$ cat src/verilog/fecmd_pkg.sv
// Package with opcodes, register layouts and timing counts for the flash command block
package fecmd_pkg;
   // Opcodes
   localparam logic [7:0] OP_SECTOR_ERASE_A = 8'hD7;
   localparam logic [7:0] OP_SECTOR_ERASE_B = 8'h20;
   localparam logic [7:0] OP_BLOCK32_ERASE  = 8'h52;
   localparam logic [7:0] OP_BLOCK64_ERASE  = 8'hD8;
   localparam logic [7:0] OP_CHIP_ERASE_A   = 8'hC7;
   localparam logic [7:0] OP_CHIP_ERASE_B   = 8'h60;
   localparam logic [7:0] OP_LATCH_SET      = 8'h06;
   localparam logic [7:0] OP_LATCH_CLEAR    = 8'h04;
   localparam logic [7:0] OP_STATUS_READ    = 8'h05;
   localparam logic [7:0] OP_STATUS_WRITE   = 8'h01;
   localparam logic [7:0] OP_FUNC_READ      = 8'h48;
   localparam logic [7:0] OP_FUNC_WRITE     = 8'h42;
   localparam logic [7:0] OP_QUAD_ENTER     = 8'h35;
   localparam logic [7:0] OP_QUAD_EXIT      = 8'hF5;
   // Address layout: 4 Kbyte sector, 32K block = 8 sectors, 64K block = 16
   localparam int ADDR_W       = 24;
   localparam int SECTOR_LSB   = 12;
   localparam int BLOCK32_LSB  = 15;
   localparam int BLOCK64_LSB  = 16;
   localparam int ADDR_BYTES   = 3;
   // Frame lengths in bits: opcode, opcode plus one byte, opcode plus address, cap
   localparam logic [5:0] BITS_OP    = 6'h08;
   localparam logic [5:0] BITS_DATA  = 6'h10;
   localparam logic [5:0] BITS_ADDR  = 6'h20;
   localparam logic [5:0] BITS_MAX   = 6'h28;
   // Status register fields
   localparam int SR_BUSY      = 0;
   localparam int SR_WEL       = 1;
   localparam int SR_BP_LSB    = 2;
   localparam int SR_QE        = 6;
   localparam int SR_STATUS_WRITE_DISABLE_BIT      = 7;
   localparam logic [7:0] SR_NV_MASK = 8'hFC;
   localparam logic [7:0] SR_RESET   = 8'h00;
   // Function register fields
   localparam int FR_RSTEN     = 0;
   localparam int FR_IRL_LSB   = 4;
   localparam logic [7:0] FR_W_MASK  = 8'hF1;
   localparam logic [7:0] FR_RESET   = 8'hF0;
   // Erase kinds
   typedef enum logic [1:0] {ERASE_SECTOR, ERASE_BLOCK32, ERASE_BLOCK64,
                             ERASE_CHIP} fecmd_erase_type;
   // Internal operation time (cycles of clk)
   localparam logic [15:0] OP_CYCLES = 16'h0400;
endpackage

$ cat src/verilog/fecmd_ctrl.sv
// Command decoder and write-enable control of a serial NOR flash
`timescale 1ns/100ps
module fecmd_ctrl
   import fecmd_pkg::*;
(
   // Clock and reset
   input  wire logic                clk,
   input  wire logic                rst_n,
   // Serial link pins
   input  wire logic                sel_n,
   input  wire logic                sclk,
   input  wire logic [3:0]          io_in,
   output logic      [3:0]          io_out,
   output logic      [3:0]          io_oe_n,
   // Array erase request
   output logic                     erase_start,
   output fecmd_erase_type          erase_kind,
   output logic      [ADDR_W-1:0]   erase_addr,
   // State visible to the rest of the device
   output logic                     busy_flag,
   output logic                     write_enable_latch,
   output logic                     four_bit_command_mode,
   output logic      [7:0]          status_reg,
   output logic      [7:0]          function_reg
);
   // Reset release
   logic       rst_s1_reg, rst_reg;
   always_ff @(posedge clk or negedge rst_n) begin
      if (!rst_n) begin
         rst_s1_reg <= 1'b0;
         rst_reg    <= 1'b0;
      end else begin
         rst_s1_reg <= 1'b1;
         rst_reg    <= rst_s1_reg;
      end
   end
   wire srst_n = rst_reg;

   // Pin synchronisers, first stage read only by the second
   logic [5:0] pin_s1_reg, pin_s2_reg;
   logic       sclk_d_reg;
   always_ff @(posedge clk or negedge srst_n) begin
      if (!srst_n) begin
         pin_s1_reg <= 6'h01;
         pin_s2_reg <= 6'h01;
         sclk_d_reg <= 1'b0;
      end else begin
         pin_s1_reg <= {io_in, sclk, sel_n};
         pin_s2_reg <= pin_s1_reg;
         sclk_d_reg <= pin_s2_reg[1];
      end
   end
   wire       sel_n_s = pin_s2_reg[0];
   wire [3:0] io_s    = pin_s2_reg[5:2];
   wire       rise    = pin_s2_reg[1] & ~sclk_d_reg;
   wire       fall    = ~pin_s2_reg[1] & sclk_d_reg;
   logic      sel_d_reg;
   always_ff @(posedge clk or negedge srst_n) begin
      if (!srst_n) sel_d_reg <= 1'b1;
      else         sel_d_reg <= sel_n_s;
   end
   wire sel_rise = sel_n_s & ~sel_d_reg;

   // Shift register and bit counter; four bits a clock in quad mode
   logic [7:0]  shift_reg;
   logic [7:0]  opcode_reg;
   logic [5:0]  bits_reg;
   logic [ADDR_W-1:0] addr_reg;
   logic [7:0]  data_reg;
   logic        data_ok_reg;
   wire  [2:0]  step = four_bit_command_mode ? 3'h4 : 3'h1;
   wire  [7:0]  shift_next = four_bit_command_mode ? {shift_reg[3:0], io_s}
                                                   : {shift_reg[6:0], io_s[0]};
   wire  [5:0]  bits_next  = bits_reg + {3'h0, step};
   // Bits past the 40-bit cap are dropped so the counter cannot wrap
   wire         take_bit   = !sel_n_s && rise && (bits_reg < BITS_MAX);
   wire         byte_end   = take_bit && (bits_next[2:0] == 3'h0);
   always_ff @(posedge clk or negedge srst_n) begin
      if (!srst_n) begin
         shift_reg <= 8'h00;
         bits_reg  <= 6'h00;
      end else if (sel_n_s) begin
         bits_reg <= 6'h00;
      end else if (take_bit) begin
         shift_reg <= shift_next;
         bits_reg  <= bits_next;
      end
   end

   // Opcode byte ends after 8 serial or 2 quad clocks
   always_ff @(posedge clk or negedge srst_n) begin
      if (!srst_n) begin
         opcode_reg <= 8'h00;
      end else if (take_bit && bits_next == BITS_OP) begin
         opcode_reg <= shift_next;
      end
   end

   // Address bytes, most significant first
   always_ff @(posedge clk or negedge srst_n) begin
      if (!srst_n) begin
         addr_reg <= '0;
      end else if (byte_end && bits_next > BITS_OP && bits_next <= BITS_ADDR) begin
         addr_reg <= {addr_reg[15:0], shift_next};
      end
   end

   // First byte after the opcode; flag keeps a cut frame from writing
   always_ff @(posedge clk or negedge srst_n) begin
      if (!srst_n) begin
         data_reg    <= 8'h00;
         data_ok_reg <= 1'b0;
      end else if (take_bit && bits_next == BITS_OP) begin
         data_ok_reg <= 1'b0;
      end else if (take_bit && bits_next == BITS_DATA) begin
         data_reg    <= shift_next;
         data_ok_reg <= 1'b1;
      end
   end
   wire [5:0] nbits = bits_reg;

   // Internal operation timer drives the busy flag
   logic [15:0] timer_reg;
   logic        busy_reg;
   logic        done;
   assign done = busy_reg && (timer_reg == 16'h0000);
   assign busy_flag = busy_reg;

   // Command accepted on select rise with the right byte count
   function automatic logic is_chip_erase(input logic [7:0] op);
      is_chip_erase = (op == OP_CHIP_ERASE_A) || (op == OP_CHIP_ERASE_B);
   endfunction
   function automatic logic is_erase(input logic [7:0] op);
      is_erase = (op == OP_SECTOR_ERASE_A) || (op == OP_SECTOR_ERASE_B) ||
                 (op == OP_BLOCK32_ERASE) || (op == OP_BLOCK64_ERASE) ||
                 is_chip_erase(op);
   endfunction
   wire ended    = sel_rise && !busy_reg;
   wire op_byte  = ended && nbits == BITS_OP;
   wire adr_done = ended && nbits == BITS_ADDR;
   wire is_chip  = is_chip_erase(opcode_reg);
   wire go_erase = write_enable_latch && is_erase(opcode_reg) &&
                   (is_chip ? op_byte : adr_done && !is_chip);
   wire go_sr    = write_enable_latch && opcode_reg == OP_STATUS_WRITE &&
                   ended && nbits == BITS_DATA && data_ok_reg;
   wire go_fr    = write_enable_latch && opcode_reg == OP_FUNC_WRITE &&
                   ended && nbits == BITS_DATA && data_ok_reg;

   // Busy timer: erase and register writes are self-timed
   always_ff @(posedge clk or negedge srst_n) begin
      if (!srst_n) begin
         busy_reg  <= 1'b0;
         timer_reg <= 16'h0000;
      end else if (go_erase || go_sr || go_fr) begin
         busy_reg  <= 1'b1;
         timer_reg <= OP_CYCLES;
      end else if (busy_reg) begin
         if (done) busy_reg <= 1'b0;
         else      timer_reg <= timer_reg - 16'h0001;
      end
   end

   // Erase request to the array; kind from the opcode, base from address alignment
   always_ff @(posedge clk or negedge srst_n) begin
      if (!srst_n) begin
         erase_start <= 1'b0;
         erase_kind  <= ERASE_SECTOR;
         erase_addr  <= '0;
      end else begin
         erase_start <= go_erase;
         if (go_erase) begin
            case (opcode_reg)
               OP_BLOCK32_ERASE: begin
                  erase_kind <= ERASE_BLOCK32;
                  erase_addr <= {addr_reg[ADDR_W-1:BLOCK32_LSB], 15'h0000};
               end
               OP_BLOCK64_ERASE: begin
                  erase_kind <= ERASE_BLOCK64;
                  erase_addr <= {addr_reg[ADDR_W-1:BLOCK64_LSB], 16'h0000};
               end
               OP_CHIP_ERASE_A, OP_CHIP_ERASE_B: begin
                  erase_kind <= ERASE_CHIP;
                  erase_addr <= '0;
               end
               default: begin
                  erase_kind <= ERASE_SECTOR;
                  erase_addr <= {addr_reg[ADDR_W-1:SECTOR_LSB], 12'h000};
               end
            endcase
         end
      end
   end

   // Write-enable latch; completion clear wins as the op ends
   always_ff @(posedge clk or negedge srst_n) begin
      if (!srst_n) begin
         write_enable_latch <= 1'b0;
      end else if (done) begin
         write_enable_latch <= 1'b0;
      end else if (op_byte && opcode_reg == OP_LATCH_SET) begin
         write_enable_latch <= 1'b1;
      end else if (op_byte && opcode_reg == OP_LATCH_CLEAR) begin
         write_enable_latch <= 1'b0;
      end
   end

   // Non-volatile status bits and function register
   logic [7:0] sr_nv_reg;
   always_ff @(posedge clk or negedge srst_n) begin
      if (!srst_n) begin
         sr_nv_reg    <= SR_RESET;
         function_reg <= FR_RESET;
      end else begin
         if (go_sr) sr_nv_reg <= data_reg & SR_NV_MASK;
         if (go_fr) function_reg <= (function_reg & ~FR_W_MASK) |
                                    (data_reg & FR_W_MASK);
      end
   end
   always_comb begin
      status_reg         = sr_nv_reg;
      status_reg[SR_BUSY] = busy_reg;
      status_reg[SR_WEL]  = write_enable_latch;
   end

   // Four-bit command mode; exit only as a two-clock quad cycle
   always_ff @(posedge clk or negedge srst_n) begin
      if (!srst_n) begin
         four_bit_command_mode <= 1'b0;
      end else if (op_byte) begin
         if (!four_bit_command_mode && opcode_reg == OP_QUAD_ENTER)
            four_bit_command_mode <= 1'b1;
         else if (four_bit_command_mode && opcode_reg == OP_QUAD_EXIT)
            four_bit_command_mode <= 1'b0;
      end
   end

   // Read answer: status or function register shifted out on falling edges
   logic [7:0] out_reg;
   logic       rd_reg;
   wire        rd_cmd = opcode_reg == OP_STATUS_READ ||
                        (opcode_reg == OP_FUNC_READ && !busy_reg);
   wire        rd_fall = !sel_n_s && fall && nbits >= BITS_OP && rd_cmd;
   // Read active flag, dropped as soon as select goes high
   always_ff @(posedge clk or negedge srst_n) begin
      if (!srst_n) begin
         rd_reg <= 1'b0;
      end else if (sel_n_s) begin
         rd_reg <= 1'b0;
      end else if (rd_fall) begin
         rd_reg <= 1'b1;
      end
   end
   // Snapshot once per frame; a status change mid-read shows on the next poll
   always_ff @(posedge clk or negedge srst_n) begin
      if (!srst_n) begin
         out_reg <= 8'h00;
      end else if (rd_fall) begin
         if (nbits == BITS_OP || !rd_reg)
            out_reg <= (opcode_reg == OP_STATUS_READ) ? status_reg
                                                      : function_reg;
         else if (four_bit_command_mode)
            out_reg <= {out_reg[3:0], 4'h0};
         else
            out_reg <= {out_reg[6:0], 1'b0};
      end
   end
   // Data output: serial on line 1, quad on all four lines
   always_comb begin
      io_out  = 4'h0;
      io_oe_n = 4'hF;
      if (rd_reg && !sel_n_s) begin
         if (four_bit_command_mode) begin
            io_out  = out_reg[7:4];
            io_oe_n = 4'h0;
         end else begin
            io_out[1]  = out_reg[7];
            io_oe_n[1] = 1'b0;
         end
      end
   end
endmodule

$ cat config.mk
export PLATFORM = sky130hd
export DESIGN_NAME = fecmd_ctrl
export DESIGN_NICKNAME = d
export VERILOG_FILES = /design/src/verilog/fecmd_pkg.sv /design/src/verilog/fecmd_ctrl.sv
export SDC_FILE = /design/constraint.sdc
export NUM_CORES = 1
export LEC_CHECK = 0
export ABC_AREA = 1
export CORE_UTILIZATION = 48
export CTS_CLUSTER_DIAMETER = 30
export DETAILED_ROUTE_END_ITERATION = 10
export DONT_BUFFER_PORTS = 1
export PLACE_DENSITY = 0.69
export RECOVER_POWER = 25
export SLEW_MARGIN = 20
export SYNTH_ARGS = -nofsm -noshare
export SYNTH_HDL_FRONTEND = slang
export SYNTH_SLANG_ARGS = --single-unit
$ cat constraint.sdc
create_clock -name clk -period 9.6 [get_ports clk]
set_input_delay 1.92 -clock clk [delete_from_list [all_inputs] [get_ports clk]]
set_output_delay 1.92 -clock clk [all_outputs]
set_load 0.01 [all_outputs]
Yosys cells after proc, flatten, opt, wreduce, memory -nomap -nowiden
Cells that the tools add are included.
{"block": "classes", "add_sub_neg": 2, "order_cmp": 4, "n_eq_ne": 20, "muxes": 32, "bitwise_logic": 9, "n_reduce_logical": 58}
{"op": "case mux 24 bit (3 select lines)", "n": 1}
{"op": "2-to-1 mux 16 bit", "n": 3}
{"op": "equality test 8 x 7 -> 1 bit, second input constant", "n": 4}
{"op": "equality test 8 bit, second input constant", "n": 4}
{"op": "2-to-1 mux 8 bit", "n": 4}
{"op": "logical AND 1 bit", "n": 31}
{"op": "equality test 8 x 3 -> 1 bit, second input constant", "n": 3}
{"op": "equality test 8 x 6 -> 1 bit, second input constant", "n": 2}
{"op": "logical NOT 16 bit", "n": 1}
{"op": "2-to-1 mux 1 bit", "n": 16}
{"op": "subtractor 16 x 1 -> 16 bit, second input constant", "n": 1}
{"op": "equality test 6 x 4 -> 1 bit, second input constant", "n": 2}
{"op": "equality test 6 x 5 -> 1 bit, second input constant", "n": 2}
{"op": "2-to-1 mux 6 bit", "n": 2}
{"op": "nonzero test 2 bit", "n": 5}
{"op": "logical OR 1 bit", "n": 9}
{"op": "equality test 8 x 1 -> 1 bit, second input constant", "n": 1}
{"op": "2-to-1 mux 4 bit", "n": 2}
{"op": "OR 4 x 8 -> 8 bit", "n": 1}
{"op": "AND reduction 2 bit", "n": 4}
{"op": "adder 6 x 3 -> 6 bit", "n": 1}
{"op": "equality test 6 bit, second input constant", "n": 1}
{"op": "greater-or-equal comparator 6 x 4 -> 1 bit, second input constant", "n": 1}
{"op": "> comparator 6 x 4 -> 1 bit, second input constant", "n": 1}
{"op": "12 further kinds", "n": 23}
{"block": "totals", "reg_bits": 139, "in_bits": 8, "out_inout_bits": 54, "wordCells": 148}

Longest topological paths before layout
Gate-level depths: netlist (run 1).
{"block": "logic_depth", "word_depth": 11, "mapped_depth": 14, "depth_no_buf": 12}

Worst setup path after synthesis (run 1)
Ideal clock, no wire load.
{"block": "synth_path", "path_type": "flip-flop to output port", "start": "register four_bit_command_mode", "end": "output io_out[0]", "t_arrival_ns": 1.177, "required_ns": 7.680, "path_slack_ns": 6.503, "stages_incl_launch_ff": 4, "cell_sequence": "dfrtp_1 clkbuf_1 nand3_1 nor2_1"}
{"block": "synth_via", "elab_chain_len": 2}
{"element": "start: declaration", "line": "fecmd_ctrl.sv:22", "source": "output logic four_bit_command_mode,"}
{"element": "start signal: assignment", "line": "fecmd_ctrl.sv:228", "source": "four_bit_command_mode <= 1'b0;"}
{"element": "start signal: assignment", "line": "fecmd_ctrl.sv:231", "source": "four_bit_command_mode <= 1'b1;"}
{"element": "start signal: assignment", "line": "fecmd_ctrl.sv:233", "source": "four_bit_command_mode <= 1'b0;"}
{"element": "2-to-1 mux 1 bit", "line": "fecmd_ctrl.sv:272", "source": "if (four_bit_command_mode) begin"}
{"element": "2-to-1 mux 4 bit", "line": "fecmd_ctrl.sv:271", "source": "if (rd_reg && !sel_n_s) begin"}
{"element": "end: declaration", "line": "fecmd_ctrl.sv:13", "source": "output logic [3:0] io_out,"}
No other way between the ends.

Worst setup path in the final report (run 1)
{"block": "layout_path", "start": "register four_bit_command_mode", "end": "output io_out[2]"}
{"block": "layout_via", "elab_chain_len": 2}
{"element": "2-to-1 mux 2 bit", "line": "fecmd_ctrl.sv:272"}
{"element": "2-to-1 mux 4 bit", "line": "fecmd_ctrl.sv:271"}
No other way between the ends.

==> impl_metrics.json, run 1 <==
{
  "reg2reg_slack_ns": 6.00,
  "ys_ff_latch": 123,
  "r2r-end": "addr_reg[11]$_DFFE_PN0P_",
  "yosysTopAreaCell": "dfrtp_1",
  "cts_buffers": 17,
  "grt_max_degree": 80,
  "cts_setup_buffers": 0,
  "final_cells": 903,
  "synth_area_leaders": "dfrtp_1 47%, nand2_1 13%, nand3_1 4.3%",
  "synth-edff-count": 0,
  "die_h_um": 115.3,
  "async_reset_ff_frac": 1.000,
  "synth_ff_type": "dfrtp_1",
  "hold-path-endpoint": "pin_s2_reg[1]$_DFF_PN0_",
  "cts_resized": 0,
  "clkTransAtPathRegs_ns": 0.06,
  "critPathLaunchType": "flop",
  "place_ws_ns": 5.962,
  "ctsHoldBuffers": 0,
  "outcome": "complete, but fails checks",
  "worstHoldPathCells": 0,
  "clock_path_buffers": 2,
  "h-tree-depth": 4,
  "leakage_uw": 0.003301,
  "viasPerCell": 5.127,
  "wl_per_cell_um": 13.94,
  "setup_viol": 0,
  "tns_ns": 0,
  "cp.required_ns": 7.68,
  "overflow": 0,
  "timing.final.crit_share": 0.4250,
  "drive_above_1_share": 0.1409,
  "finClkSkew_ns": 0.01688,
  "core_mm2": 0.01257,
  "largest_reg_flops": 24,
  "worstSetupPathType": "flop to output port",
  "wl_met2_um": 6166,
  "yosysTopAreaCellShare": 0.4711,
  "dieArea_mm2": 0.01330,
  "tightest_slew_ns": 1.725,
  "ys_seq_area_frac": 0.5009,
  "min_path_type": "flop to flop",
  "hpwlAfterDp_um": 8648,
  "final_hold_viol_count": 0,
  "ys_types": 41,
  "drtIter0Drc": 409,
  "seqCellArea_mm2": 0.003087,
  "syn_inst": 725,
  "drv_slew": 44,
  "wl_met1_um": 5620,
  "portBuffers": 0,
  "met3WireLength_um": 497,
  "reg2reg_from": "four_bit_command_mode$_DFFE_PN0P_",
  "fin_crit_ns": 4.080,
  "arrival_ns": 2.16,
  "track_usage": 0.2107,
  "avgSynthCellArea_um2": 8.500,
  "drtAntennaViolNets": 0,
  "die_w_um": 115.3,
  "finalWorstSetupSlack_ns": 5.520,
  "power_density_mw_per_mm2": 177.7,
  "grt_pass1_wl_um": 21510,
  "holdCritStartpoint": "pin_s1_reg[1]$_DFF_PN0_",
  "worstSkewPairLatency_ns": 0.43,
  "antenna_cells": 0,
  "vias": 4630,
  "wirelength_um": 12580,
  "multi_input_area_mm2": 0.002594,
  "netlist_area_mm2": 0.006162,
  "r2r_cells": 11,
  "ctsRootBufferMaster": "clkbuf_16",
  "area_growth_pct": 9.523,
  "yosysWarnings": 0,
  "drtPass1Iterations": 5,
  "synth_common_cells": "215 x nand2_1, 116 x dfrtp_1, 59 x nor2_1",
  "holdWs_ns": 0.3455,
  "yosysMostFrequentCell": "nand2_1",
  "nets": 730,
  "top_layer_used": "met4",
  "violations": "max-capacitance violations, max-slew violations",
  "peakVddDrop_v": 0.0001274,
  "rsz0062_at_grt": "no",
  "gp_congestion": 0.8372,
  "grt_pass1_vias": 4583,
  "max-slew-margin-rel": -0.1497,
  "cp-end-kind": "output port",
  "maxCapViolations": 1,
  "placed_cells": 870,
  "drc": 0,
  "start_util": 0.4903,
  "numClockSinks": 123,
  "fmax_ghz": 0.2451,
  "io_pins": 62,
  "critPathMaxFanout": 24,
  "power_uw": 1199,
  "n_fill_cell": 1156,
  "tritoncts": "yes",
  "antenna_found_initial": 0,
  "fp-row-count": 41
}
-- cells by family (layout without fill, tap and decap cells) --
group | Yosys count | count (layout) | synth area share
compound gates | 72 | 72 | 0.07208
xor+xnor | 10 | 10 | 0.01421
fa+ha+maj | 4 | 4 | 0.008122
buf+inv | 108 | 100 | 0.08670
flops | 123 | 123 | 0.5009
other cells | 2 | 16 | 0.001219
simple gates | 406 | 406 | 0.3167
-- worst max-delay path by stage --
stage | from | to
2_1_floorplan | rst_reg$_DFF_PN0_ | addr_reg[0]$_DFFE_PN0P_
3_3_place_gp | four_bit_command_mode$_DFFE_PN0P_ | io_out[0]
3_5_place_dp | four_bit_command_mode$_DFFE_PN0P_ | io_out[2]
4_1_cts | four_bit_command_mode$_DFFE_PN0P_ | io_out[2]
5_1_grt | four_bit_command_mode$_DFFE_PN0P_ | io_out[0]
6_report | four_bit_command_mode$_DFFE_PN0P_ | io_out[2]
-- cell type report --
cell class,instances,area share
Timing Repair Buffer,2,0.004635
Clock inverter,14,0.02002
Clock buffer,18,0.06507
Tap cell,172,0.03189
Inverter,66,0.03671
Sequential cell,123,0.4574
Multi-Input combinational cell,508,0.3843
-- metrics by stage --
stage                 util  area [µm²]
floorplan                -        6215
global placement    0.4897        6155
detailed placement  0.4897        6155
CTS                 0.5354        6729
global route        0.5370        6749
finish              0.5370        6749
-- worst max-delay path: stages, from the launching register on --
cell and delay, ns:
dfrtp_1 0.88, nand3_1 0.51, nor2_1 0.33
-- metal layers --
metal | vias up | global-route usage
li1 | 2302 | -
met1 | 2197 | 0.2587
met2 | 101 | 0.3389
met3 | 30 | 0.06168
met4 | 0 | 0.1056
met5 | - | 0
-- cell usage in the layout (no fill, tap or decap), types with 3 or more instances in the layout --
| cell type | count |
|---|---|
| clkbuf_16 | 17 |
| clkinvlp_4 | 3 |
| conb_1 | 16 |
| dfrtp_1 | 116 |
| dfstp_2 | 6 |
| ha_1 | 4 |
| inv_1 | 58 |
| inv_2 | 8 |
| inv_6 | 6 |
| nand2_1 | 215 |
| nand2_2 | 8 |
| nand2_4 | 5 |
| nand3_1 | 53 |
| nand4_1 | 34 |
| nor2_1 | 59 |
| nor2_4 | 16 |
| nor3_1 | 4 |
| nor3_2 | 3 |
| o211ai_1 | 4 |
| o21ai_0 | 18 |
| o21ai_1 | 26 |
| o21ai_2 | 14 |
| o22ai_1 | 3 |
| xnor2_1 | 4 |
| xor2_1 | 6 |
-- power by group --
part	switching, µW	internal (µW)
Sequential	9.77	529
Combinational	31.7	9.36
Clock	251	368
Total	293	907
(Power assumes the default switching activity.)
==> run 2: changes to the inputs <==
==> constraint.sdc (replaced) <==
create_clock -name clk -period 4 [get_ports clk]
set_input_delay 0.8 -clock clk [delete_from_list [all_inputs] [get_ports clk]]
set_output_delay 0.8 -clock clk [all_outputs]
set_load 0.01 [all_outputs]
==> run 2 against run 1 <==
The flow finishes with violations (design-rule violations, max-capacitance violations, max-slew violations); design area grew 0.91%; die area unchanged; flip-flop and latch count unchanged; count of clock-buffer cells in the layout up 1; sequential share of layout area decreased by 0.41 points; clock power rose to 2.7 times the previous value; global-route usage shrank 0.10 points; sequential power is 140% higher; hold slack lost 0.27 ns; non-clock buffer count up 1; combinational power is 130% higher; critical endpoint is now addr_reg[8]$_DFFE_PN0P_.
==> impl_metrics.json, run 2 (synthesized netlist as in run 1, its figures left out) <==
{
  "fin_area_mm2": 0.006810,
  "min_path_type": "input port to async pin",
  "ctsHoldBuffers": 0,
  "rsz0062_at_grt": "no",
  "overflow": 0,
  "timing.final.crit_share": 0.7198,
  "tightest_slew_ns": 2.689,
  "clock_path_buffers": 2,
  "dpl_cell_area_mm2": 0.006170,
  "final_hold_viol_count": 0,
  "numClockSinks": 123,
  "power_density_mw_per_mm2": 447.8,
  "r2r_cells": 12,
  "die_h_um": 115.3,
  "tns_ns": 0,
  "tritoncts": "yes",
  "antenna_found_initial": 0,
  "drtIter0Drc": 443,
  "setup_viol": 0,
  "io_pins": 62,
  "largest_reg_flops": 24,
  "maxCapViolations": 1,
  "max-slew-margin-rel": -0.7928,
  "fin_crit_ns": 2.879,
  "clkTransAtPathRegs_ns": 0.06,
  "antenna_cells": 0,
  "worstSetupPathType": "flop to flop",
  "dieArea_mm2": 0.01330,
  "die_w_um": 115.3,
  "wl_per_cell_um": 13.91,
  "nets": 731,
  "power_uw": 3050,
  "critPathMaxFanout": 25,
  "cp.required_ns": 4.30,
  "grt_max_degree": 69,
  "drtAntennaViolNets": 0,
  "cp-end-kind": "flop",
  "leakage_uw": 0.003337,
  "worstSkewPairLatency_ns": 0.42,
  "final_common_cell": "nand2_1",
  "grt_pass1_vias": 4520,
  "drc": 2,
  "arrival_ns": 3.18,
  "track_usage": 0.2097,
  "portBuffers": 0,
  "drive_above_1_share": 0.1434,
  "drv_slew": 69,
  "area_growth_pct": 10.52,
  "final_cell_mix": "215 x nand2_1, 116 x dfrtp_1, 59 x nor2_1",
  "fmax_ghz": 0.3473,
  "grt_pass1_wl_um": 21330,
  "critPathLaunchType": "flop",
  "wirelength_um": 12570,
  "finClkSkew_ns": 0.01044,
  "peakVddDrop_v": 0.0003031,
  "viasPerCell": 5.176,
  "cts_setup_buffers": 0,
  "start_util": 0.4903,
  "ctsRootBufferMaster": "clkbuf_16",
  "gp_congestion": 0.8448,
  "drtPass1Iterations": 8,
  "vias": 4679,
  "outcome": "complete, but fails checks",
  "cts_buffers": 17,
  "hpwlAfterDp_um": 8582,
  "fp-row-count": 41,
  "core_mm2": 0.01257,
  "h-tree-depth": 4,
  "violations": "design-rule violations, max-capacitance violations, max-slew violations",
  "cts_resized": 0
}
[run 2: cell count changes in the layout (fill, tap and decap cells not counted), sizes merged]
cell | before | now
clkinv | 3 | 6
clkinvlp | 3 | 2
buf | 1 | 3
bufinv | 1 | 4
inv | 73 | 67
[run 2: per-layer routing]
metal,wire length (µm),GRT usage,up-vias,share of wire
met2,6183,0.3449,102,0.49
met3,493,0.05746,19,0.039
li1,-,-,2309,-
met5,0,0,-,0
met4,248,0.09177,0,0.020
met1,5648,0.2588,2249,0.45
[run 2: final timing paths]
path / start / end / slack, ns
max: four_bit_command_mode$_DFFE_PN0P_ / addr_reg[8]$_DFFE_PN0P_ / 1.12
min: rst_n / rst_s1_reg$_DFF_PN0_ / 0.08
max reg2reg: four_bit_command_mode$_DFFE_PN0P_ / addr_reg[8]$_DFFE_PN0P_ / 1.12
min reg2reg: pin_s1_reg[3]$_DFF_PN0_ / pin_s2_reg[3]$_DFF_PN0_ / 0.35
max in group asynchronous: rst_reg$_DFF_PN0_ / pin_s1_reg[0]$_DFF_PN1_ / 1.28
min in group clk: pin_s1_reg[3]$_DFF_PN0_ / pin_s2_reg[3]$_DFF_PN0_ / 0.35
[run 2: worst max-delay path, cell delays in order, from the launching register on]
cell and delay [ns]:
dfrtp_1 0.37, inv_1 0.29, ha_1 0.27, ha_1 0.20, nand3_1 0.10, nand2_1 0.08
nand2_1 0.07, nand2_1 0.15, nand3_1 0.11, nand2_2 0.36, nand3_2 0.47, nand2_1 0.21
nand2_1 0.06
[run 2: final cells by class]
| class | instances | area [µm²] |
|---|---|---|
| fill | 1116 | 5758 |
| tap | 172 | 215.2 |
| multi-input combinational | 508 | 2594 |
| clock buffer | 19 | 452.9 |
| clock inverter | 13 | 191.4 |
| inverter | 66 | 247.7 |
| sequential | 123 | 3087 |
| timing repair buffer | 3 | 22.52 |
[run 2: stage by stage]
step	hold WS (ns)	setup slack [ns]	util	instances
floorplan	0.3312	0.3318	-	739
finish	0.07967	1.121	0.5419	904
global placement	0.3315	1.369	0.4909	872
global route	0.05576	0.7281	0.5419	904
CTS	0.06261	1.163	0.5422	904
detailed placement	0.3364	1.213	0.4909	872
[run 2: where the power goes]
part | leakage [µW] | total [µW] | internal, µW | switching (µW)
combinational | 0.00137 | 94.4 | 20.9 | 73.5
clock | 0.000311 | 1660 | 1080 | 576
sequential | 0.00166 | 1300 | 1270 | 28.5
==> run 3: changes to the inputs <==
--- a/config.mk
+++ b/config.mk
@@ -10,7 +10,7 @@
 export CTS_CLUSTER_DIAMETER = 30
 export DETAILED_ROUTE_END_ITERATION = 10
 export DONT_BUFFER_PORTS = 1
-export PLACE_DENSITY = 0.69
+export PLACE_DENSITY = 0.71
 export RECOVER_POWER = 25
 export SLEW_MARGIN = 20
 export SYNTH_ARGS = -nofsm -noshare
==> constraint.sdc (replaced) <==
create_clock -name clk -period 2.55 [get_ports clk]
set_input_delay 0.51 -clock clk [delete_from_list [all_inputs] [get_ports clk]]
set_output_delay 0.51 -clock clk [all_outputs]
set_load 0.01 [all_outputs]
==> run 3 against run 2 <==
The run now ends clean; first-iteration DRC count down 16%; design area up 0.86%; critical endpoint is now addr_reg[15]$_DFFE_PN0P_; hold slack better by 0.015 ns; clock skew down 0.0023 ns; largest cell class unchanged; cell count up 1.0%; non-clock buffer count up 9; wire length down 0.28%; register-to-register slack worse by 0.83 ns; clock power up 54%; utilization up 0.47 points; sequential share of layout area down 0.39 points.
==> impl_metrics.json, run 3 (synthesized netlist as in run 1, its figures left out) <==
{
  "final_cell_mix": "215 x nand2_1, 116 x dfrtp_1, 59 x nor2_1",
  "largest_reg_flops": 24,
  "tns_ns": 0,
  "portBuffers": 0,
  "grt_pass1_vias": 4520,
  "holdCritStartpoint": "sel_n",
  "ctsRootBufferMaster": "clkbuf_16",
  "cp.required_ns": 2.84,
  "clkTransAtPathRegs_ns": 0.05,
  "crit_start": "four_bit_command_mode$_DFFE_PN0P_",
  "final_hold_viol_count": 0,
  "arrival_ns": 2.55,
  "fp-row-count": 41,
  "critPathLaunchType": "flop",
  "fin_crit_ns": 2.259,
  "wl_per_cell_um": 13.73,
  "drtPass1Iterations": 5,
  "drv_slew": 0,
  "core_mm2": 0.01257,
  "leakage_uw": 0.003380,
  "timing.final.crit_share": 0.8860,
  "drc": 0,
  "reg2reg_from": "four_bit_command_mode$_DFFE_PN0P_",
  "drive_above_1_share": 0.1525,
  "max-slew-margin-rel": 0.1857,
  "min_path_type": "input port to flop",
  "grt_pass1_wl_um": 21420,
  "worstHoldPathCells": 0,
  "power_uw": 4730,
  "gp_congestion": 0.8610,
  "setup_viol": 0,
  "outcome": "complete, no violations",
  "drtAntennaViolNets": 0,
  "finClkSkew_ns": 0.008192,
  "vias": 4689,
  "r2r_cells": 11,
  "io_pins": 62,
  "power_density_mw_per_mm2": 688.5,
  "cts_resized": 0,
  "cp-end-kind": "flop",
  "cts_buffers": 17,
  "drtIter0Drc": 373,
  "fmax_ghz": 0.4426,
  "seqCellArea_mm2": 0.003087,
  "rsz0062_at_grt": "no",
  "h-tree-depth": 4,
  "area_growth_pct": 11.47,
  "overflow": 0,
  "critPathMaxFanout": 24,
  "n_fill_cell": 1115,
  "tightest_slew_ns": 1.221,
  "clock_path_buffers": 2,
  "worstSkewPairLatency_ns": 0.42,
  "worstSetupPathType": "flop to flop",
  "antenna_cells": 0,
  "antenna_found_initial": 0,
  "start_util": 0.4903,
  "numClockSinks": 123,
  "final_common_cell": "nand2_1",
  "dieArea_mm2": 0.01330,
  "track_usage": 0.2091,
  "wirelength_um": 12540,
  "grt_max_degree": 65,
  "multi_input_area_mm2": 0.002594,
  "die_w_um": 115.3,
  "viasPerCell": 5.136,
  "cts_setup_buffers": 0,
  "die_h_um": 115.3,
  "hpwlAfterDp_um": 8823,
  "tritoncts": "yes",
  "peakVddDrop_v": 0.0005483,
  "nets": 740,
  "maxCapViolations": 0
}
[run 3: cell count changes in the layout (fill, tap and decap cells not counted), sizes merged]
| cell | change |
|---|---|
| clkinv | +1 |
| buf | +7 |
| clkinvlp | -1 |
| inv | +1 |
| dlygate4sd3 | +1 |
[run 3: area by class of cell]
| type | count | share of cell area |
|---|---|---|
| Clock buffer | 18 | 0.06393 |
| Clock inverter | 14 | 0.02823 |
| Sequential cell | 123 | 0.4494 |
| Timing Repair Buffer | 12 | 0.01348 |
| Tap cell | 172 | 0.03133 |
| Inverter | 66 | 0.03607 |
| Multi-Input combinational cell | 508 | 0.3776 |
[run 3: per-stage QoR]
stage          worst slack [ns]  utilization  std cells  instance area, µm²  hold WS, ns
2_1_floorplan            0.3468            -        739                6216       0.2144
3_3_place_gp             0.4382       0.4967        880                6242       0.2145
3_5_place_dp             0.3304       0.4967        880                6242       0.2145
4_1_cts                  0.2950       0.5478        913                6885      0.07971
5_1_grt                 0.03128       0.5465        913                6869      0.07423
6_report                 0.2908       0.5465        913                6869      0.09509
[run 3: final timing paths]
path                                                 end  slack, ns
worst max-delay path            addr_reg[15]$_DFFE_PN0P_       0.29
min in group asynchronous           rst_s1_reg$_DFF_PN0_       0.33
worst min-delay path             pin_s1_reg[0]$_DFF_PN1_        0.1
worst min register to register   pin_s2_reg[2]$_DFF_PN0_       0.35
worst max register to register  addr_reg[15]$_DFFE_PN0P_       0.29
max in group asynchronous        pin_s2_reg[1]$_DFF_PN0_       0.46
[run 3: worst max-delay path, stage by stage, from the launching register on]
cell     delay [ns]
dfrtp_1        0.39
inv_1          0.08
ha_1           0.23
ha_1           0.21
xnor2_1        0.20
nand2_1        0.13
inv_1          0.10
nand3_1        0.09
nand2_2        0.08
nand3_2        0.36
nand2_1        0.18
nand2_1        0.08
[run 3: metal layers]
| metal | up-vias | share of wire | GRT usage |
|---|---|---|---|
| li1 | 2320 | - | - |
| met1 | 2266 | 0.45 | 0.2640 |
| met2 | 89 | 0.49 | 0.3417 |
| met3 | 14 | 0.044 | 0.06220 |
| met4 | 0 | 0.012 | 0.07273 |
| met5 | - | 0 | 0 |
[run 3: power by group]
part           switching [µW]  internal, µW
logic                     122          33.8
registers                31.4          1990
clock network             883          1670
total                    1040          3690
[run 3: timing repair]
| item | in CTS | in global routing |
|---|---|---|
| setup endpoints to repair | 0 | 0 |
| endpoints found under the hold margin | 2 | 0 |
| hold buffers | 1 | 0 |
